`config.mk`:
```
export PLATFORM = sky130hd
export DESIGN_NAME = uopc_otg_power_control
export DESIGN_NICKNAME = d
export VERILOG_FILES = /design/src/uopc_pkg.sv /design/src/uopc_otg_power_control.sv
export SDC_FILE = /design/constraint.sdc
export NUM_CORES = 1
export LEC_CHECK = 0
export BUFFER_PORTS_ARGS = -buffer_cell sky130_fd_sc_hd__buf_2
export CAP_MARGIN = 5
export CORE_ASPECT_RATIO = 0.75
export CORE_MARGIN = 2
export CORE_UTILIZATION = 49
export DETAILED_ROUTE_END_ITERATION = 10
export GPL_TIMING_DRIVEN = 0
export PLACE_DENSITY = 0.87
export SLEW_MARGIN = 20
export SYNTH_ARGS = -nofsm -noshare
export SYNTH_HDL_FRONTEND = slang
export SYNTH_SLANG_ARGS = --single-unit
```
`constraint.sdc`:
```
create_clock -name clk -period 2.2 [get_ports clk]
set_input_delay 0.33 -clock clk [delete_from_list [all_inputs] [get_ports clk]]
set_output_delay 0.33 -clock clk [all_outputs]
set_load 0.005 [all_outputs]
```
`src/uopc_pkg.sv`:
```
// uopc_pkg: register map, field positions, reset values and timing for usb otg power control
// assumes a 32-bit apb slave with one aligned word per register
package uopc_pkg;
  localparam logic [11:0] OTG_LINE_CONTROL_ADDR = 12'h000;
  localparam logic [11:0] USB_POWER_CONTROL_ADDR = 12'h004;
  localparam logic [11:0] USB_ERROR_STATUS_ADDR = 12'h008;
  localparam logic [11:0] USB_LINE_STATUS_ADDR = 12'h00c;
  // otg line control fields
  localparam int DPLUS_PULLUP_BIT = 7;
  localparam int DMINUS_PULLUP_BIT = 6;
  localparam int DPLUS_PULLDOWN_BIT = 5;
  localparam int DMINUS_PULLDOWN_BIT = 4;
  localparam int VBUS_POWER_BIT = 3;
  localparam int SW_OWNERSHIP_BIT = 2;
  localparam int VBUS_CHARGE_BIT = 1;
  localparam int VBUS_DISCHARGE_BIT = 0;
  // power control fields
  localparam int ACTIVITY_PENDING_BIT = 7;
  localparam int SLEEP_GUARD_BIT = 4;
  localparam int MODULE_BUSY_BIT = 3;
  localparam int SUSPEND_BIT = 1;
  localparam int POWER_ON_BIT = 0;
  // error status fields
  localparam int BUS_TURNAROUND_BIT = 4;
  localparam int DMA_ERROR_BIT = 3;
  localparam int TOKEN_CRC_BIT = 1;
  localparam int PID_CHECK_BIT = 0;
  localparam logic [7:0] LINE_CONTROL_RESET = 8'h00;
  localparam logic [7:0] POWER_CONTROL_MASK = 8'h13;
  localparam logic [7:0] ERROR_STATUS_MASK = 8'h1b;
  localparam int IMPL_WIDTH = 8;
  // timing: usb full-speed bit time and turnaround limit
  localparam int CLK_HZ = 10_000_000;
  localparam int BIT_RATE_HZ = 12_000_000;
  localparam int TURNAROUND_BIT_TIMES = 16;
  // more than 16 bit times means at least this many clocks of idle, never below one
  localparam int TURNAROUND_RAW = (TURNAROUND_BIT_TIMES * CLK_HZ) / BIT_RATE_HZ + 1;
  localparam int TURNAROUND_CYCLES = (TURNAROUND_RAW < 1) ? 1 : TURNAROUND_RAW;
  localparam int SHUTDOWN_CYCLES = 8;
endpackage : uopc_pkg

```
`src/uopc_otg_power_control.sv`:
```
// uopc_otg_power_control: apb register block for usb otg line and power control
// assumes usb core event inputs on clk; line pins and activity come from outside and are synced
//
// Summary of operation
// - control bit 7 drives d+ pull-up
// - control bit 6 drives d- pull-up
// - control bit 5 drives d+ pull-down
// - control bit 4 drives d- pull-down
// - bit 3 powers vbus
// - bit 2 selects software or hardware pulls
// - bit 1 charges vbus through pull-up
// - bit 0 discharges vbus through pull-down
// - read-only flag shows activity awaiting interrupt
// - guard bit blocks sleep on activity
// - busy reads 1 until ready to enable
// - suspend gates usb clock, transceiver low power
// - enable 0 holds pin outputs inactive, analog off; sleepBlocked still follows guard
// - device mode: bit 1 flags token crc5
// - host mode: bit 1 flags end-of-frame
// - bit 0 flags pid check failure
// - flag dma late grant or truncation
// - flag idle over 16 bit times
// - bits 31 to 8 read zero
`timescale 1ns/1ns
module uopc_otg_power_control #(
  parameter int TURNAROUND_CYCLES = uopc_pkg::TURNAROUND_CYCLES,
  parameter int SHUTDOWN_CYCLES = uopc_pkg::SHUTDOWN_CYCLES
) (
  input wire logic clk,
  input wire logic reset_n,
  input wire logic psel,
  input wire logic penable,
  input wire logic pwrite,
  input wire logic [11:0] paddr,
  input wire logic [31:0] pwdata,
  input wire logic [3:0] pstrb,
  output logic [31:0] prdata,
  output logic pready,
  output logic pslverr,
  input wire logic hostMode,
  input wire logic hwDplusPullupEn,
  input wire logic hwDminusPullupEn,
  input wire logic hwDplusPulldownEn,
  input wire logic hwDminusPulldownEn,
  input wire logic busActivityPin,
  input wire logic lineIdlePin,
  input wire logic eopSeen,
  input wire logic interruptIssued,
  input wire logic notifyPending,
  input wire logic moduleActive,
  input wire logic tokenCrc5Bad,
  input wire logic sofCountZero,
  input wire logic pidCheckBad,
  input wire logic dmaGrantLate,
  input wire logic bufferTruncated,
  input wire logic sleepRequest,
  output logic dplusPullupEn,
  output logic dminusPullupEn,
  output logic dplusPulldownEn,
  output logic dminusPulldownEn,
  output logic vbusPowerOn,
  output logic vbusChargeEn,
  output logic vbusDischargeEn,
  output logic usbClockEn,
  output logic transceiverLowPower,
  output logic analogEn,
  output logic pinsOwnedByUsb,
  output logic sleepBlocked
);
  initial begin
    if (TURNAROUND_CYCLES < 1 || TURNAROUND_CYCLES > 255) $error("turnaround count out of range");
    if (SHUTDOWN_CYCLES < 1 || SHUTDOWN_CYCLES > 255) $error("shutdown count out of range");
    // both counters are eight bits wide; the bounds above keep them from wrapping
    // every control and status field must sit in the implemented low byte
    if (uopc_pkg::IMPL_WIDTH != $bits(state_q.lineCtl)) begin
      $error("implemented width does not match the byte-wide fields");
    end
    if (uopc_pkg::DPLUS_PULLUP_BIT >= uopc_pkg::IMPL_WIDTH) begin
      $error("line control field outside low byte");
    end
    if (uopc_pkg::ACTIVITY_PENDING_BIT >= uopc_pkg::IMPL_WIDTH) begin
      $error("power control field outside low byte");
    end
    if (uopc_pkg::BUS_TURNAROUND_BIT >= $bits(state_q.errFlags)) begin
      $error("error field outside flag register");
    end
    // the decoder compares whole byte addresses, so each register must be word aligned
    if (uopc_pkg::OTG_LINE_CONTROL_ADDR[1:0] != 2'h0) begin
      $error("line control address not word aligned");
    end
    if (uopc_pkg::USB_POWER_CONTROL_ADDR[1:0] != 2'h0) begin
      $error("power control address not word aligned");
    end
    if (uopc_pkg::USB_ERROR_STATUS_ADDR[1:0] != 2'h0) begin
      $error("error status address not word aligned");
    end
    if (uopc_pkg::USB_LINE_STATUS_ADDR[1:0] != 2'h0) begin
      $error("line status address not word aligned");
    end
  end

  typedef enum logic [1:0] {
    UOPC_OFF = 2'b00,
    UOPC_ON = 2'b01,
    UOPC_DRAIN = 2'b10
  } uopc_pwr_e;

  typedef struct packed {
    logic [7:0] lineCtl;
    logic sleepGuard;
    logic suspendReq;
    logic powerOn;
    uopc_pwr_e pwrState;
    logic [7:0] drainCnt;
    logic activityPending;
    logic [4:0] errFlags;
    logic [7:0] idleCnt;
    logic idleArmed;
    logic [1:0] actSync;
    logic [1:0] idleSync;
    logic [31:0] rdata;
    // registered pin controls, one flop per output
    logic dplusUp;
    logic dminusUp;
    logic dplusDown;
    logic dminusDown;
    logic vbusPower;
    logic vbusCharge;
    logic vbusDischarge;
    logic clockRun;
  } uopc_state_s;

  uopc_state_s state_q;
  uopc_state_s state_d;

  logic wrEn;
  logic rdEn;
  logic mapped;
  logic busy;
  logic activity;
  logic lineIdle;
  logic [3:0] pulls;
  // idle count and its expiry are worked out once and shared by counter and flag
  logic [7:0] idleNext;
  logic idleExpired;

  // merge a written byte lane under a field mask, keeping unwritten bits
  function automatic logic [7:0] uopc_merge(input logic [7:0] old, input logic [7:0] wdat,
                                            input logic [7:0] mask, input logic lane);
    uopc_merge = lane ? ((old & ~mask) | (wdat & mask)) : old;
  endfunction : uopc_merge

  function automatic logic uopc_hit(input logic [11:0] a);
    uopc_hit = (a == uopc_pkg::OTG_LINE_CONTROL_ADDR) || (a == uopc_pkg::USB_POWER_CONTROL_ADDR)
      || (a == uopc_pkg::USB_ERROR_STATUS_ADDR) || (a == uopc_pkg::USB_LINE_STATUS_ADDR);
  endfunction : uopc_hit

  // one-step counter arithmetic, kept in one place so both counters agree on width
  function automatic logic [7:0] uopc_inc(input logic [7:0] c);
    uopc_inc = c + 8'h01;
  endfunction : uopc_inc

  function automatic logic [7:0] uopc_dec(input logic [7:0] c);
    uopc_dec = (c > 8'h01) ? c - 8'h01 : 8'h01;
  endfunction : uopc_dec

  assign activity = state_q.actSync[1];
  assign lineIdle = state_q.idleSync[1];
  assign mapped = uopc_hit(paddr);
  assign wrEn = psel && penable && pwrite && mapped;
  assign rdEn = psel && !penable && !pwrite;
  assign busy = (state_q.pwrState != UOPC_OFF);
  assign pready = 1'b1;
  assign pslverr = psel && penable && !mapped;
  assign prdata = state_q.rdata;

  always_comb begin
    state_d = state_q;
    state_d.actSync = {state_q.actSync[0], busActivityPin};
    state_d.idleSync = {state_q.idleSync[0], lineIdlePin};

    // writes land at the access edge only; upper lanes hold nothing
    if (wrEn && paddr == uopc_pkg::OTG_LINE_CONTROL_ADDR) begin
      state_d.lineCtl = uopc_merge(state_q.lineCtl, pwdata[7:0], 8'hff, pstrb[0]);
    end
    if (wrEn && paddr == uopc_pkg::USB_POWER_CONTROL_ADDR && pstrb[0]) begin
      state_d.sleepGuard = pwdata[uopc_pkg::SLEEP_GUARD_BIT];
      state_d.suspendReq = pwdata[uopc_pkg::SUSPEND_BIT];
      state_d.powerOn = pwdata[uopc_pkg::POWER_ON_BIT];
    end

    // busy stays up after disable until the drain count expires and moduleActive is low
    case (state_q.pwrState)
      UOPC_OFF: begin
        if (state_d.powerOn) begin
          state_d.pwrState = UOPC_ON;
        end
      end
      UOPC_ON: begin
        if (!state_q.powerOn) begin
          state_d.pwrState = UOPC_DRAIN;
          state_d.drainCnt = 8'(SHUTDOWN_CYCLES);
        end
      end
      UOPC_DRAIN: begin
        if (state_q.powerOn) begin
          state_d.pwrState = UOPC_ON;
        end else if (state_q.drainCnt <= 8'h01 && !moduleActive) begin
          state_d.pwrState = UOPC_OFF;
        end else if (state_q.drainCnt > 8'h01) begin
          state_d.drainCnt = uopc_dec(state_q.drainCnt);
        end
      end
      default: begin
        state_d.pwrState = UOPC_OFF;
      end
    endcase

    // activity flag: set wins over the clear by the issued interrupt
    if (state_q.powerOn && activity) begin
      state_d.activityPending = 1'b1;
    end else if (interruptIssued) begin
      state_d.activityPending = 1'b0;
    end

    // idle counter from last eop; runs only while armed so the flag fires once
    // a new eop rearms the counter even while an older count is running
    idleNext = uopc_inc(state_q.idleCnt);
    idleExpired = !eopSeen && state_q.idleArmed && lineIdle
      && idleNext >= 8'(TURNAROUND_CYCLES);
    if (eopSeen) begin
      state_d.idleCnt = 8'h00;
      state_d.idleArmed = 1'b1;
    end else if (idleExpired) begin
      state_d.idleArmed = 1'b0;
    end else if (state_q.idleArmed && lineIdle) begin
      state_d.idleCnt = idleNext;
    end

    // error flags: write one to clear, a new event in the same cycle wins
    if (wrEn && paddr == uopc_pkg::USB_ERROR_STATUS_ADDR && pstrb[0]) begin
      state_d.errFlags = state_d.errFlags & ~pwdata[4:0];
    end
    if (dmaGrantLate || bufferTruncated) begin
      state_d.errFlags[uopc_pkg::DMA_ERROR_BIT] = 1'b1;
    end
    if ((!hostMode && tokenCrc5Bad) || (hostMode && sofCountZero && moduleActive)) begin
      state_d.errFlags[uopc_pkg::TOKEN_CRC_BIT] = 1'b1;
    end
    if (pidCheckBad) begin
      state_d.errFlags[uopc_pkg::PID_CHECK_BIT] = 1'b1;
    end
    if (idleExpired) begin
      state_d.errFlags[uopc_pkg::BUS_TURNAROUND_BIT] = 1'b1;
    end

    // read data captured in setup; high bits stay zero
    if (rdEn) begin
      state_d.rdata = 32'h0000_0000;
      case (paddr)
        uopc_pkg::OTG_LINE_CONTROL_ADDR: state_d.rdata[7:0] = state_q.lineCtl;
        uopc_pkg::USB_POWER_CONTROL_ADDR: begin
          state_d.rdata[uopc_pkg::ACTIVITY_PENDING_BIT] = state_q.activityPending;
          state_d.rdata[uopc_pkg::SLEEP_GUARD_BIT] = state_q.sleepGuard;
          state_d.rdata[uopc_pkg::MODULE_BUSY_BIT] = busy;
          state_d.rdata[uopc_pkg::SUSPEND_BIT] = state_q.suspendReq;
          state_d.rdata[uopc_pkg::POWER_ON_BIT] = state_q.powerOn;
        end
        uopc_pkg::USB_ERROR_STATUS_ADDR: state_d.rdata[4:0] = state_q.errFlags;
        uopc_pkg::USB_LINE_STATUS_ADDR: state_d.rdata[1:0] = {lineIdle, activity};
        default: state_d.rdata = 32'h0000_0000;
      endcase
    end

    // pull ownership: software bits or usb core requests
    pulls = state_q.lineCtl[uopc_pkg::SW_OWNERSHIP_BIT]
      ? state_q.lineCtl[7:4]
      : {hwDplusPullupEn, hwDminusPullupEn, hwDplusPulldownEn, hwDminusPulldownEn};
    // disabled module holds every pin output low
    if (!state_q.powerOn) begin
      state_d.dplusUp = 1'b0;
      state_d.dminusUp = 1'b0;
      state_d.dplusDown = 1'b0;
      state_d.dminusDown = 1'b0;
      state_d.vbusPower = 1'b0;
      state_d.vbusCharge = 1'b0;
      state_d.vbusDischarge = 1'b0;
      state_d.clockRun = 1'b0;
    end else begin
      state_d.dplusUp = pulls[3];
      state_d.dminusUp = pulls[2];
      state_d.dplusDown = pulls[1];
      state_d.dminusDown = pulls[0];
      state_d.vbusPower = state_q.lineCtl[uopc_pkg::VBUS_POWER_BIT];
      state_d.vbusCharge = state_q.lineCtl[uopc_pkg::VBUS_CHARGE_BIT];
      state_d.vbusDischarge = state_q.lineCtl[uopc_pkg::VBUS_DISCHARGE_BIT];
      state_d.clockRun = !state_q.suspendReq;
    end

    // every field named so a later addition cannot slip out of reset
    if (!reset_n) begin
      state_d.lineCtl = uopc_pkg::LINE_CONTROL_RESET;
      state_d.sleepGuard = 1'b0;
      state_d.suspendReq = 1'b0;
      state_d.powerOn = 1'b0;
      state_d.pwrState = UOPC_OFF;
      state_d.drainCnt = 8'h00;
      state_d.activityPending = 1'b0;
      state_d.errFlags = 5'h00;
      state_d.idleCnt = 8'h00;
      state_d.idleArmed = 1'b0;
      state_d.actSync = 2'h0;
      state_d.idleSync = 2'h0;
      state_d.rdata = 32'h0000_0000;
      state_d.dplusUp = 1'b0;
      state_d.dminusUp = 1'b0;
      state_d.dplusDown = 1'b0;
      state_d.dminusDown = 1'b0;
      state_d.vbusPower = 1'b0;
      state_d.vbusCharge = 1'b0;
      state_d.vbusDischarge = 1'b0;
      state_d.clockRun = 1'b0;
    end
  end

  always_ff @(posedge clk) begin
    state_q <= state_d;
  end

  assign dplusPullupEn = state_q.dplusUp;
  assign dminusPullupEn = state_q.dminusUp;
  assign dplusPulldownEn = state_q.dplusDown;
  assign dminusPulldownEn = state_q.dminusDown;
  assign vbusPowerOn = state_q.vbusPower;
  assign vbusChargeEn = state_q.vbusCharge;
  assign vbusDischargeEn = state_q.vbusDischarge;
  assign usbClockEn = state_q.clockRun;
  // low power follows the suspend bit itself, so power-up never shows a false suspend
  assign transceiverLowPower = state_q.powerOn && state_q.suspendReq;
  assign analogEn = state_q.powerOn;
  assign pinsOwnedByUsb = state_q.powerOn;
  // guard only blocks; a plain request passes when nothing is pending
  assign sleepBlocked = sleepRequest && state_q.sleepGuard
    && (activity || state_q.activityPending || notifyPending);
endmodule : uopc_otg_power_control

```
==> flow_metrics.py <==
metrics = {
    "critical_path": {
        "slowest_stage": "dfxtp_2",
        "cp.arrival_ns": 2.30,
        "crit_buf_inv": 1,
        "path_max_fanout": 8,
        "cp-start-kind": "flip-flop",
        "endpoint_kind": "flip-flop",
        "max_stage_delay_ns": 0.41,
        "path_class": "flip-flop to flip-flop",
        "worstPathRequired_ns": 2.41,
        "path_cells": "inv_1, ha_1, nand2b_1, and4b_1, a311oi_4, nand3_2, o211a_1",
        "crit_family": "compound AO/OA/AOI/OAI gates",
    },
    "timing": {
        "max_freq_mhz": 479,
        "period_share": 0.949,
        "maxSlewViolCount": 0,
        "final.setup_skew_ns": 0.00255,
        "rsz0062_at_grt": "false",
        "setup_violations": 0,
        "worst_pin_slew_ns": 0.772,
        "finalCriticalPeriod_ns": 2.09,
        "fin_ws_ns": 0.112,
        "final-hold-violation-count": 0,
        "slew_headroom": 0.481,
    },
    "clock_tree": {
        "cts_root_buf": "clkbuf_8",
        "clk_path_buf_depth": 2,
        "cts_sinks": 56,
        "clk_pin_slew_worst_paths_ns": 0.10,
        "cts_tree": "built",
        "worstSkewPairLatency_ns": 0.31,
        "numCtsBuffers": 5,
        "htree_num_levels": 2,
    },
    "floorplan": {
        "io_pins": 116,
        "die_x_um": 93.1,
        "start_util": 0.504,
        "core_um2": 5800,
        "fp-row-count": 24,
        "die_h_um": 70.9,
        "die_area_um2": 6600,
    },
    "grt": {
        "global_route.usage.total": 0.194,
        "overflow": 0,
        "grt_pass1_wl_mm": 10.2,
        "grt_max_degree": 18,
        "antenna_found_initial": 0,
        "grt_pass1_vias": 2210,
    },
    "route": {
        "drt_wl_total_mm": 6.39,
        "vias_per_cell": 4.93,
        "vias": 2414,
        "wl_per_cell_um": 13.0,
        "firstDrtPassIters": 4,
        "antenna_left": 0,
        "remaining_drc_errors": 0,
        "initialDrtViolationCount": 96,
    },
    "finish": {
        "num_antenna_cells": 0,
        "largest_reg_flops": 37,
        "largest_register": "state_q",
        "stdcell_count": 490,
        "layout-area-overhead-vs-synth_pct": 21.9,
        "drive_gt1_frac": 0.308,
        "final_area_um2": 3560,
        "nNetsFinal": 485,
    },
    "yosys": {
        "yosysWarningCount": 0,
        "synth_commonest_cells": "dfxtp_1 (56), buf_4 (34), mux2i_1 (23), nand2_1 (22), nor2b_1 (21)",
        "yosys-top-cells-area": "dfxtp_1 (38%), buf_4 (8.7%), mux2i_1 (7.9%), nor2b_1 (4.5%), nand2_1 (2.8%)",
        "syn_inst": 318,
        "synth.distinct_cells": 53,
        "yosysMostFrequentCell": "dfxtp_1",
        "syn_area_um2": 2920,
        "syn_avg_cell_area_um2": 9.18,
        "synth_enable_flop_cells": 0,
        "ys_seq_area_frac": 0.384,
        "yosys_most_used_dff": "dfxtp_1",
        "synth_top_area_frac": 0.384,
        "synth_top_cell_by_area": "dfxtp_1",
        "synth-seq-cells": 56,
        "async_flop_share": 0,
    },
    "placement": {
        "gp_congestion": 0.820,
        "dp.cells": 482,
        "dp_slack_ns": -0.0271,
        "portBuffers": 63,
        "dp_hpwl_mm": 4.93,
        "dpl_cell_area_um2": 3420,
    },
    "power_and_ir_drop": {
        "p_per_area_nw_per_um2": 521,
        "p_leak_uw": 0.00162,
        "ir_drop_v": 0.000352,
        "finalPower_uw": 1860,
    },
    "run": {
        "max_cap_viol_count": 0,
    },
    "outcome": {
        "outcome": "finished clean",
    },
    "hold_path": {
        "hold_path.class": "input port to flip-flop",
    },
}
[routing by layer]
metal	global-route usage	wire, um	up-vias
met2	0.328	2980	81
met5	0	0	-
met3	0.0383	444	4
li1	-	-	1232
met4	0.0539	42	0
met1	0.256	2920	1097
[power by group]
part           switching [uW]  internal, uW  leakage [uW]
logic                    71.8          84.1       0.00111
clock network             336           337     0.0000541
registers                4.29          1020      0.000454
total                     413          1440       0.00162
[metrics by stage]
stage,hold WS [ns],TNS (ns),util
4_1_cts,0.220,0,0.612
6_report,0.226,0,0.614
5_1_grt,0.211,0,0.614
3_5_place_dp,0.423,-0.0271,0.590
3_3_place_gp,0.418,0,0.590
2_1_floorplan,0.412,0,-
[cells by family after synthesis]
logic type                 count (synthesis)  share of synthesized area
xor gates and xnor gates                   8                     0.0240
adders and majority gates                  4                     0.0171
and+or+nand+nor                          120                      0.230
other                                      2                    0.00257
DFF                                       56                      0.384
AOI/OAI and AO/OA                         47                      0.131
muxes                                     25                     0.0943
buffers and inverters                     56                      0.117
[final timing paths]
path | from | end | slack, ns | cells after the start
worst min-delay path | lineIdlePin | state_q[40] | 0.23 | 2
worst max-delay path | state_q[46] | state_q[52] | 0.11 | 7
worst max register to register | state_q[46] | state_q[52] | 0.11 | 7
worst min register to register | state_q[42] | activity | 0.44 | 1
[final cells by class]
cell class | count | area [um^2]
sequential | 56 | 1120
inverter | 9 | 33.8
clock buffer | 5 | 68.8
clock inverter | 3 | 42.5
multi-input combinational | 229 | 1570
buffer | 47 | 308
tap | 78 | 97.6
fill | 514 | 2240
timing repair buffer | 63 | 315
[cell usage in the layout, fill, tap and decap left out, types with 4 or more instances in the layout]
cell / instances
nor3_1: 4
nand2_1: 22
clkbuf_1: 10
nand4_1: 5
nor4_1: 5
dfxtp_1: 54
nor2_1: 17
nand3_1: 4
a21oi_1: 10
ha_1: 4
and3_1: 9
buf_2: 66
inv_1: 9
buf_4: 34
clkbuf_8: 5
xnor2_1: 8
and2_1: 11
conb_1: 25
nor2b_1: 21
mux2i_1: 23
nand2b_1: 6
a21boi_0: 7
[timing repair]
item                       CTS  global route
buffers inserted             0             0
hold buffers                 0             0
setup endpoints to repair    3             3
resized for setup            2             3
No activity file was read; power rests on OpenSTA's default activity.
